**src/dwbr_map.svh**
```systemverilog
// Purpose: Constants for the write buffer retire block
// Assumes: Timing counts are in column packet slots
// Notes: Definitions only
`ifndef DWBR_MAP_SVH
`define DWBR_MAP_SVH
`define DWBR_RETIRE_DELAY 4'h2
`define DWBR_WRITE_DATA_DELAY 4'h1
`define DWBR_PRECHARGE_OFFSET 4'h1
`define DWBR_FIFO_DEPTH 32
`define DWBR_BANK_W 5
`define DWBR_COL_W 6
`define DWBR_DEV_W 5
`define DWBR_DATA_W 128
`define DWBR_MASK_W 16
`endif

```
**src/dwbr_pkg.sv**
```systemverilog
// Purpose: Types for the write buffer retire block
// Assumes: Header map holds all numbers
// Notes: None
`include "dwbr_map.svh"
package dwbr_pkg;
    typedef enum logic [1:0] {
        DWBR_CMD_NOOP = 2'b00,
        DWBR_CMD_WRITE = 2'b01,
        DWBR_CMD_READ = 2'b10
    } dwbr_cmd_e;
    typedef enum logic [1:0] {
        DWBR_ST_EMPTY = 2'b00,
        DWBR_ST_WAIT_DATA = 2'b01,
        DWBR_ST_PENDING = 2'b10
    } dwbr_state_e;
endpackage

```
**src/dwbr_fifo.sv**
```systemverilog
// Purpose: Flip-flop FIFO with valid/ready on both sides
// Assumes: Single clock
// Notes: Full and empty are exact
`timescale 1ns/1ps
`default_nettype none
module dwbr_fifo #(
    parameter int WIDTH = 8,
    parameter int DEPTH = 32
) (
    input wire logic clk,
    input wire logic rst,
    input wire logic [WIDTH-1:0] in_data,
    input wire logic in_valid,
    output logic in_ready,
    output logic [WIDTH-1:0] out_data,
    output logic out_valid,
    input wire logic out_ready
);
    localparam int AW = $clog2(DEPTH);
    logic [WIDTH-1:0] mem_q [DEPTH];
    logic [AW-1:0] wr_q;
    logic [AW-1:0] rd_q;
    logic [AW:0] cnt_q;
    logic push;
    logic pop;
    assign in_ready = (cnt_q != (AW+1)'(DEPTH));
    assign out_valid = (cnt_q != '0);
    assign out_data = mem_q[rd_q];
    assign push = in_valid && in_ready;
    assign pop = out_valid && out_ready;
    always_ff @(posedge clk) begin
        if (push) begin
            mem_q[wr_q] <= in_data;
        end
    end
    always_ff @(posedge clk) begin
        if (rst) begin
            wr_q <= '0;
            rd_q <= '0;
            cnt_q <= '0;
        end else begin
            if (push) begin
                wr_q <= (wr_q == AW'(DEPTH-1)) ? '0 : wr_q + 1'b1;
            end
            if (pop) begin
                rd_q <= (rd_q == AW'(DEPTH-1)) ? '0 : rd_q + 1'b1;
            end
            cnt_q <= cnt_q + (AW+1)'(push) - (AW+1)'(pop);
        end
    end
endmodule
`default_nettype wire

```
**src/dwbr_core.sv**
```systemverilog
// Purpose: Device-side write buffer with delayed automatic retire
// Assumes: One column packet slot per clk; data sampled by an earlier stage
// Notes: Retired words leave through a FIFO to the sense-amp port
//
// How it works
// - Data captured one write-data delay later.
// - Mask applied on retire, else all bytes.
// - Writes load buffer, later retire to sense amp.
// - Retire at framed non-self-read one retire delay.
// - Skipped retire waits for first non-self-read.
// - Reads before retire see old, after see new.
// - Self reads postpone retire without limit.
// - Buffer keeps bank and column, not row.
// - Other-device write retires older buffer.
// - Packet timing measured from packet end.
// - Autoprecharge fires offset plus one slot after retiring packet.
`timescale 1ns/1ps
`default_nettype none
module dwbr_core
    import dwbr_pkg::*;
#(
    parameter logic [`DWBR_DEV_W-1:0] DEV_ID = '0,
    parameter int FIFO_DEPTH = `DWBR_FIFO_DEPTH
) (
    input wire logic clk,
    input wire logic rst,
    input wire logic col_frame,
    input wire logic [1:0] col_cmd,
    input wire logic col_autopre,
    input wire logic [`DWBR_DEV_W-1:0] col_dev,
    input wire logic [`DWBR_BANK_W-1:0] col_bank,
    input wire logic [`DWBR_COL_W-1:0] col_addr,
    input wire logic byte_mask_valid,
    input wire logic [`DWBR_MASK_W-1:0] byte_mask,
    input wire logic data_valid,
    input wire logic [`DWBR_DATA_W-1:0] data_in,
    output logic sa_valid,
    input wire logic sa_ready,
    output logic [`DWBR_BANK_W-1:0] sa_bank,
    output logic [`DWBR_COL_W-1:0] sa_col,
    output logic [`DWBR_MASK_W-1:0] sa_mask,
    output logic [`DWBR_DATA_W-1:0] sa_data,
    output logic sa_autopre,
    output logic precharge_req,
    output logic [`DWBR_BANK_W-1:0] precharge_bank,
    output logic buf_pending,
    output logic stall
);
    localparam int EW = `DWBR_BANK_W + `DWBR_COL_W + `DWBR_MASK_W + `DWBR_DATA_W + 1;

    dwbr_state_e st_q;
    logic [3:0] age_q;
    logic [3:0] data_cnt_q;
    logic [`DWBR_BANK_W-1:0] bank_q;
    logic [`DWBR_COL_W-1:0] col_q;
    logic [`DWBR_DATA_W-1:0] data_q;
    logic autopre_q;
    logic [3:0] pre_cnt_q;
    logic [`DWBR_BANK_W-1:0] pre_bank_q;
    logic fifo_ready;
    logic retire;
    logic self_read;
    logic self_write;
    logic other_write;
    logic [EW-1:0] entry;

    function automatic logic is_cmd(input logic fr, input logic [1:0] c, input dwbr_cmd_e k);
        return fr && (c == k);
    endfunction

    // A packet counts in the slot whose closing edge samples it
    assign self_read = is_cmd(col_frame, col_cmd, DWBR_CMD_READ) && (col_dev == DEV_ID);
    assign self_write = is_cmd(col_frame, col_cmd, DWBR_CMD_WRITE) && (col_dev == DEV_ID);
    assign other_write = is_cmd(col_frame, col_cmd, DWBR_CMD_WRITE) && (col_dev != DEV_ID);

    // Retire once old enough on a framed packet that is not a read to us
    assign retire = (st_q == DWBR_ST_PENDING) && (age_q >= `DWBR_RETIRE_DELAY)
                    && col_frame && !self_read && fifo_ready;
    // Downstream back-pressure holds the column stream
    assign stall = (st_q == DWBR_ST_PENDING) && !fifo_ready;
    assign buf_pending = (st_q != DWBR_ST_EMPTY);

    // Bank and column only; row is whatever is open at retire time
    assign entry = {bank_q, col_q, (byte_mask_valid ? byte_mask : {`DWBR_MASK_W{1'b1}}),
                    data_q, autopre_q};

    always_ff @(posedge clk) begin
        if (rst) begin
            st_q <= DWBR_ST_EMPTY;
            age_q <= '0;
            data_cnt_q <= '0;
        end else if (self_write) begin
            // Load step of the two-step write
            st_q <= DWBR_ST_WAIT_DATA;
            age_q <= 4'h1;
            data_cnt_q <= 4'h1;
        end else begin
            if (age_q != 4'hf) begin
                age_q <= age_q + 4'h1;
            end
            if (st_q == DWBR_ST_WAIT_DATA && data_cnt_q >= `DWBR_WRITE_DATA_DELAY && data_valid) begin
                st_q <= DWBR_ST_PENDING;
            end else if (data_cnt_q != 4'hf) begin
                data_cnt_q <= data_cnt_q + 4'h1;
            end
            if (retire) begin
                st_q <= DWBR_ST_EMPTY;
            end
        end
    end

    always_ff @(posedge clk) begin
        if (rst) begin
            bank_q <= '0;
            col_q <= '0;
            autopre_q <= 1'b0;
            data_q <= '0;
        end else begin
            if (self_write) begin
                bank_q <= col_bank;
                col_q <= col_addr;
                autopre_q <= col_autopre;
            end
            if (st_q == DWBR_ST_WAIT_DATA && data_valid) begin
                data_q <= data_in;
            end
        end
    end

    // Autoprecharge fires a fixed offset after the retiring packet
    always_ff @(posedge clk) begin
        if (rst) begin
            pre_cnt_q <= '0;
            pre_bank_q <= '0;
            precharge_req <= 1'b0;
        end else begin
            precharge_req <= 1'b0;
            if (retire && autopre_q) begin
                pre_cnt_q <= `DWBR_PRECHARGE_OFFSET;
                pre_bank_q <= bank_q;
            end else if (pre_cnt_q != '0) begin
                pre_cnt_q <= pre_cnt_q - 4'h1;
                precharge_req <= (pre_cnt_q == 4'h1);
            end
        end
    end
    assign precharge_bank = pre_bank_q;

    dwbr_fifo #(
        .WIDTH(EW),
        .DEPTH(FIFO_DEPTH)
    ) u_fifo (
        .clk(clk),
        .rst(rst),
        .in_data(entry),
        .in_valid(retire),
        .in_ready(fifo_ready),
        .out_data({sa_bank, sa_col, sa_mask, sa_data, sa_autopre}),
        .out_valid(sa_valid),
        .out_ready(sa_ready)
    );


    // Checks on buffer load, retire ordering and precharge timing
    a_self_read_holds: assert property (@(posedge clk) disable iff (rst)
        self_read |-> !retire)
        else $error("retire on self read");
    a_retire_age: assert property (@(posedge clk) disable iff (rst)
        retire |-> age_q >= 4'h2)
        else $error("retire too early");
    a_retire_frame: assert property (@(posedge clk) disable iff (rst)
        retire |-> col_frame)
        else $error("retire without packet");
    a_retire_empties: assert property (@(posedge clk) disable iff (rst)
        retire && !self_write |=> !buf_pending)
        else $error("buffer not emptied");
    a_write_loads: assert property (@(posedge clk) disable iff (rst)
        self_write |=> buf_pending && bank_q == $past(col_bank))
        else $error("write not loaded");
    a_mask_default: assert property (@(posedge clk) disable iff (rst)
        retire && !byte_mask_valid |-> entry[`DWBR_DATA_W+1 +: `DWBR_MASK_W] == '1)
        else $error("mask not full");
    a_other_retires: assert property (@(posedge clk) disable iff (rst)
        other_write && st_q == DWBR_ST_PENDING && age_q >= 4'h2 && fifo_ready |-> retire)
        else $error("other write kept buffer");
    a_autopre_time: assert property (@(posedge clk) disable iff (rst)
        retire && autopre_q |-> ##1 !precharge_req ##1 precharge_req)
        else $error("precharge timing");
    a_data_capture: assert property (@(posedge clk) disable iff (rst)
        st_q == DWBR_ST_WAIT_DATA && data_valid && !self_write |=> data_q == $past(data_in))
        else $error("write data not captured");
    a_read_postpones: assert property (@(posedge clk) disable iff (rst)
        self_read && st_q == DWBR_ST_PENDING |=> buf_pending)
        else $error("self read dropped buffer");
    a_autopre_bank: assert property (@(posedge clk) disable iff (rst)
        retire && autopre_q |=> precharge_bank == $past(bank_q))
        else $error("precharge bank wrong");

    c_normal_retire: cover property (@(posedge clk) self_write ##2 retire);
    c_held_retire: cover property (@(posedge clk) self_read && st_q == DWBR_ST_PENDING ##1 retire);
    c_autopre: cover property (@(posedge clk) precharge_req);
    c_masked_retire: cover property (@(posedge clk) retire && byte_mask_valid);
    c_stalled: cover property (@(posedge clk) stall);
endmodule
`default_nettype wire

```
**config.mk**
```make
export PLATFORM = sky130hd
export DESIGN_NAME = dwbr_core
export DESIGN_NICKNAME = d
export VERILOG_FILES = /design/src/dwbr_pkg.sv /design/src/dwbr_fifo.sv /design/src/dwbr_core.sv
export VERILOG_INCLUDE_DIRS = /design/src /design/src/src
export SDC_FILE = /design/constraint.sdc
export NUM_CORES = 2
export LEC_CHECK = 0
export ABC_CLOCK_PERIOD_IN_PS = 8000
export BUFFER_PORTS_ARGS = -buffer_cell sky130_fd_sc_hd__buf_4
export CAP_MARGIN = 20
export CORE_MARGIN = 4
export CORE_UTILIZATION = 49
export DETAILED_ROUTE_END_ITERATION = 6
export HOLD_SLACK_MARGIN = 0.06
export PLACE_DENSITY = 0.75
export SLEW_MARGIN = 20
export SYNTH_ARGS = -nofsm -noshare
export SYNTH_HDL_FRONTEND = slang
export SYNTH_MEMORY_MAX_BITS = 65536
export SYNTH_SLANG_ARGS = --single-unit
```
**constraint.sdc**
```tcl
create_clock -name clk -period 8 [get_ports clk]
set_clock_uncertainty 0.2 [all_clocks]
set_input_delay 1.6 -clock clk [delete_from_list [all_inputs] [get_ports clk]]
set_output_delay 1.6 -clock clk [all_outputs]
set_load 0.05 [all_outputs]
```
# Word level (Yosys, flattened, before mapping)
# Memories as Yosys holds them, arrays and structs flattened. A register that Yosys moved wholly into a read port is not among the register bits.
# Index checks and enable logic that the tools add are counted.
word_totals:
  regBits: 176
  latchBits: 0
  ram_bits: 4992
  mem_bits_ro: 0
  in_bits: 169
  output_inout_bits: 165
  elab_cells: 88
  n_memories: 1
mem_list:
  columns: ["memory", "depth", "word_bits", "read_ports", "rd_clocked_by_memory_dff", "write_ports", "line_no", "source"]
  rows:
  - ["u_fifo.mem_q", 32, 156, 1, 1, 1, "dwbr_fifo.sv:20", "logic [WIDTH-1:0] mem_q [DEPTH];"]
classes:
  addsub: 7
  mul: 0
  div_mod_pow: 0
  magnitude_cmp: 2
  n_eq_ne: 11
  n_shift: 0
  mux: 17
  bitwise_logic: 2
  reduce_logical: 31
op_table:
  columns: ["op", "count"]
  rows:
  - ["$mux W5", 4]
  - ["$mux W16", 1]
  - ["$logic_and A1 B1 Y1", 15]
  - ["$mux W1", 12]
  - ["$add A5 B1 Y5 const B", 2]
  - ["$eq A5 B5 Y1 const B", 2]
  - ["$add A4 B1 Y4 const B", 2]
  - ["$ne A4 B4 Y1 const B", 2]
  - ["$reduce_bool A2 Y1", 4]
  - ["$add A6 B1 Y6", 1]
  - ["$ne A6 B6 Y1 const B", 1]
  - ["$reduce_bool A6 Y1", 1]
  - ["$reduce_or A3 Y1", 2]
  - ["$sub A6 B1 Y6", 1]
  - ["$logic_not A5 Y1", 1]
  - ["$eq A2 B1 Y1 const B", 2]
  - ["$eq A2 B2 Y1 const B", 2]
  - ["$eq A4 B1 Y1 const B", 1]
  - ["$ge A4 B1 Y1 const B", 1]
  - ["$ge A4 B2 Y1 const B", 1]
  - ["$reduce_and A2 Y1", 2]
  - ["$reduce_bool A4 Y1", 1]
  - ["$reduce_or A2 Y1", 2]
  - ["$sub A4 B1 Y4 const B", 1]
  - ["other kinds (4)", 6]

# Longest topological paths before layout
logic_depth:
  depth_word: 9
  mapped_depth: 13
  depth_no_buf: 13

# Modules after synthesis
# Synthesis repeated with hierarchy kept, for this count alone.
hier_totals:
  cells_unflattened: 9706
  hier_area_um2: 195966.7
modules_own_cells:
  columns: ["mod", "instances", "cells_each", "area_each_um2", "seq_area_each_um2"]
  rows:
  - ["dwbr_fifo", 1, 8965, 189965.9, 150324.2]
  - ["dwbr_core", 1, 741, 6000.8, 3203.1]

# Least setup slack after synthesis
# No wires, ideal clock.
synth_timing:
  kind: "input to register"
  start: "in col_frame"
  end: "mem u_fifo.mem_q[16][0] (netlist name), enable pin"
  setup_ns: 0.536
  arrival_ns: 5.993
  t_required_ns: 7.264
  path_slack_ns: 1.271
  stages: 4
  path_buffers: 1
  cell_sequence: "nand4_1 -> nor2_1 -> clkbuf_1 -> and3_1"
synth_via:
  elab_chain_cells: 8
  elab_cells_between_ends: 9
  cone_classes: "2 x mux; 7 x reduce/logical"
synth_rtl:
  columns: ["element", "line_no", "source"]
  rows:
  - ["start, declared", "dwbr_core.sv:27", "input wire logic col_frame,"]
  - ["$logic_and A1 B1 Y1", "dwbr_core.sv:68", "return fr && (c == k);"]
  - ["$logic_and A1 B1 Y1", "dwbr_core.sv:72", "assign self_read = is_cmd(col_frame, col_cmd, DWBR_CMD_READ) && (col_dev == DEV_ID);"]
  - ["$logic_not A1 Y1", "dwbr_core.sv:78", "&& col_frame && !self_read && fifo_ready;"]
  - ["$logic_and A1 B1 Y1 * (2 in series)", "dwbr_core.sv:77", "assign retire = (st_q == DWBR_ST_PENDING) && (age_q >= `DWBR_RETIRE_DELAY)"]
  - ["$logic_and A1 B1 Y1 *", "dwbr_fifo.sv:29", "assign push = in_valid && in_ready;"]
  - ["net u_fifo.push", "dwbr_fifo.sv:24", "logic push;"]
  - ["$mux W1 *", "dwbr_fifo.sv:32", "if (push) begin"]
  - ["$mux W1 (not written as such) *", "dwbr_fifo.sv:33", "mem_q[wr_q] <= in_data;"]
  - ["end, declared", "dwbr_fifo.sv:20", null]
# The timed path passes the listed nets; every way through them passes the cells marked *.

==> key figures <==
Run status
  • Outcome: complete, but fails checks
  • Failing checks: DRC

Synthesis
  • Async S/R FF share, synth: 0
  • Netlist Area Pre-Place: 0.196 sq mm
  • Yosys cell types: 56
  • Area contributors post-synth: edfxtp_1 77%, mux4_2 7.2%, mux2i_1 6.5%
  • Yosys warnings: 0
  • Post-synth EDFFs: 4992
  • Share of the synthesized area in the top cell type: 0.767
  • Mean Syn Cell Area: 20.2 sq um
  • Sequential share of the synthesized area: 0.785
  • Post-synthesis register bit count: 5173
  • Syn Nets: 9891
  • Area leader, netlist: edfxtp_1
  • Gate Count Post-Synth: 9698
  • Prevailing post-synth register cell: edfxtp_1

Final layout
  • Design Area, Final: 0.221 sq mm
  • Proportion of layout cells with a drive suffix above 1: 0.183
  • Final nets: 10300
  • Syn-to-layout area delta: 13.2%

Critical path
  • WS Path Type: register to output port
  • Crit path max fanout: 45
  • Critical Path Sink Type: output port
  • Required time worst endpoint: 6.20 ns
  • WP data arrival: 5.08 ns
  • Critical path startpoint category: register
  • Cells on worst reg2reg path: 9

Clock tree
  • TritonCTS Buffers: 518
  • CTS tree: built
  • CTS sink cnt: 5173
  • CTS root buffer: clkbuf_16
  • Clock transition at the registers of the reported paths: 0.06 ns
  • Post-CTS setup buffer count: 0
  • CTS max path bufs: 4
  • Cts hold-fix bufs: 0
  • Htree depth: 6
  • # resized after CTS: 0
  • Clk_lat worst skew: 1.03 ns

STA
  • # setup viols final: 0
  • RSZ-0062 raised after global routing: no
  • Slew of the pin with the lowest slew margin: 1.33 ns
  • Slew margin rel.: 0.111
  • Fmax: 0.145 GHz
  • Fin. Hold Viols: 0
  • Fin Setup TNS: 0 ns
  • Final period utilization: 0.860
  • Post-layout min period: 6.88 ns
  • Max Slew Vio Count: 0

Power and ir drop
  • Clock power frac: 0.411
  • Logic pwr share: 0.074
  • Net switching share of the total power: 0.230
  • PD cells: 258 mW/mm^2
  • Sequential power share: 0.514
  • P_sw: 13.2 mW
  • Leakage power: 77.4 nW
  • Worst vdd ir: 0.231 mV
  • Internal: 44.0 mW

Detailed routing
  • Drt drc: 6
  • DR WL/cell: 33.7 microns
  • Total routed wirelength: 532 mm
  • Detailed Routing Iterations Pass 1: 7
  • Initial DRC Count: 14200
  • Vias/cell: 6.52
  • Post-route ant nets: 0
  • Vias: 103000

Hold path
  • Tightest Hold Check Type: register to register
  • Hold Path Stages: 2

Global route
  • Vias in the first global route: 102000
  • Total global-route track usage: 0.254
  • Largest net degree at the start of global routing: 161
  • Initial antenna violation count: 17
  • First-pass GRT wire length: 747 mm
  • Gr ovfl total: 0

Die
  • Starting Density: 0.493
  • Die Height: 640 microns
  • Die Footprint: 0.409 sq mm
  • Boundary Pins: 334
  • Core area: 0.397 sq mm
  • Row count: 231
  • DIE WIDTH: 640 microns

Placement
  • PortBufs: 333
  • HPWL Detailed: 252 mm
  • DP Area: 0.205 sq mm
  • Gp weighted congestion: 0.768

Run
  • Max Cap Viol: 0
==> cell type report <==
| cell class | instances | area, sq um |
|---|---|---|
| fill | 28600 | 175000 |
| sequential | 5173 | 154000 |
| multi-input combinational | 3922 | 39900 |
| clock buffer | 704 | 14200 |
| tap | 5242 | 6560 |
| timing repair buffer | 507 | 4690 |
| clock inverter | 224 | 2340 |
| inverter | 23 | 86.3 |
| antenna | 4 | 10.0 |
==> cell usage after synthesis, drive strengths merged, types with 6 or more instances <==
master and instances:
a21oi 145, a22oi 936, a31o 6, and3 37, buf 211, clkbuf 369
dfxtp 181, edfxtp 4992, ha 23, inv 23, mux2i 1261, mux4 624
nand2 266, nand2b 17, nand3 322, nand4 158, nor2 36, nor2b 11
nor3 11, o21ai 8
==> logic make-up after synthesis <==
family	after synthesis	synth area share
AO/OA/AOI/OAI	1117	0.0412
buffers and inverters	603	0.0125
flip-flops	5173	0.785
adder cells (fa/ha/maj)	24	0.00157
XOR/XNOR	5	0.000224
multiplexers	1886	0.136
AND/OR/NAND/NOR	890	0.0229
==> flip-flops by register name, summed over array words and instances (netlist names), named ones only <==
register and flops:
age_q 4, u_fifo.rd_q 5, col_q 6, pre_cnt_q 4, u_fifo.wr_q 5, data_q 128
u_fifo.cnt_q 6, precharge_req 1, autopre_q 1, precharge_bank 5, bank_q 5, u_fifo.mem_q 4992
st_q 2, data_cnt_q 4
==> routing by layer <==
layer  global-route usage  routed length (microns)
met5                    0                       15
met4                0.107                    25000
met3               0.0519                    58200
met2                0.406                   254000
met1                0.343                   195000
==> power groups by stage <==
stage	Clock (mW)	Combinational [mW]	Sequential [mW]
5_1_grt	25.0	4.45	29.4
3_5_place_dp	0	4.26	30.0
3_3_place_gp	0	4.21	30.0
6_report	23.5	4.25	29.4
2_1_floorplan	0	2.81	29.9
4_1_cts	23.7	4.27	29.4
==> layout by cell type, fill, tap and decap left out, types with 18 or more instances in the layout <==
cell / instances
dfxtp_1: 160
inv_1: 23
nand4_1: 158
nand3_1: 322
buf_4: 437
dfxtp_2: 18
buf_12: 67
a21oi_1: 145
nor2_1: 31
clkinv_8: 19
clkbuf_1: 144
and3_4: 34
clkbuf_8: 32
edfxtp_1: 4992
clkbuf_16: 528
a22oi_1: 936
clkinv_1: 79
ha_1: 23
nand2_1: 266
clkinv_2: 63
bufinv_16: 23
mux2i_1: 1261
mux4_2: 624
==> metrics by stage <==
stage	utilization	worst slack, ns	std cells	hold slack (ns)	power, mW
after global placement	0.516	2.04	14900	0.276	34.2
after floorplan	-	1.27	9698	0.255	32.7
final	0.558	1.12	15800	0.303	57.2
after detailed placement	0.516	1.97	14900	0.289	34.3
after CTS	0.558	0.886	15800	0.290	57.4
after global routing	0.558	0.696	15800	0.349	58.8
==> worst max-delay path: stages, from the launching register on <==
cell and delay [ns]:
dfxtp_4 0.99, buf_4 0.78, buf_4 0.83, mux4_2 0.63
a22oi_1 0.22, nand4_1 0.26, buf_4 0.28
==> final timing paths <==
kind                                      start  slack (ns)                   end
worst max-delay path                   register        1.12            sa_data[1]
worst max register to register  u_fifo.cnt_q[2]        2.77  u_fifo.mem_q[18][20]
worst min register to register        bank_q[0]        0.30             bank_q[0]
worst min-delay path                  bank_q[0]        0.30             bank_q[0]
(Power assumes the default switching activity.)
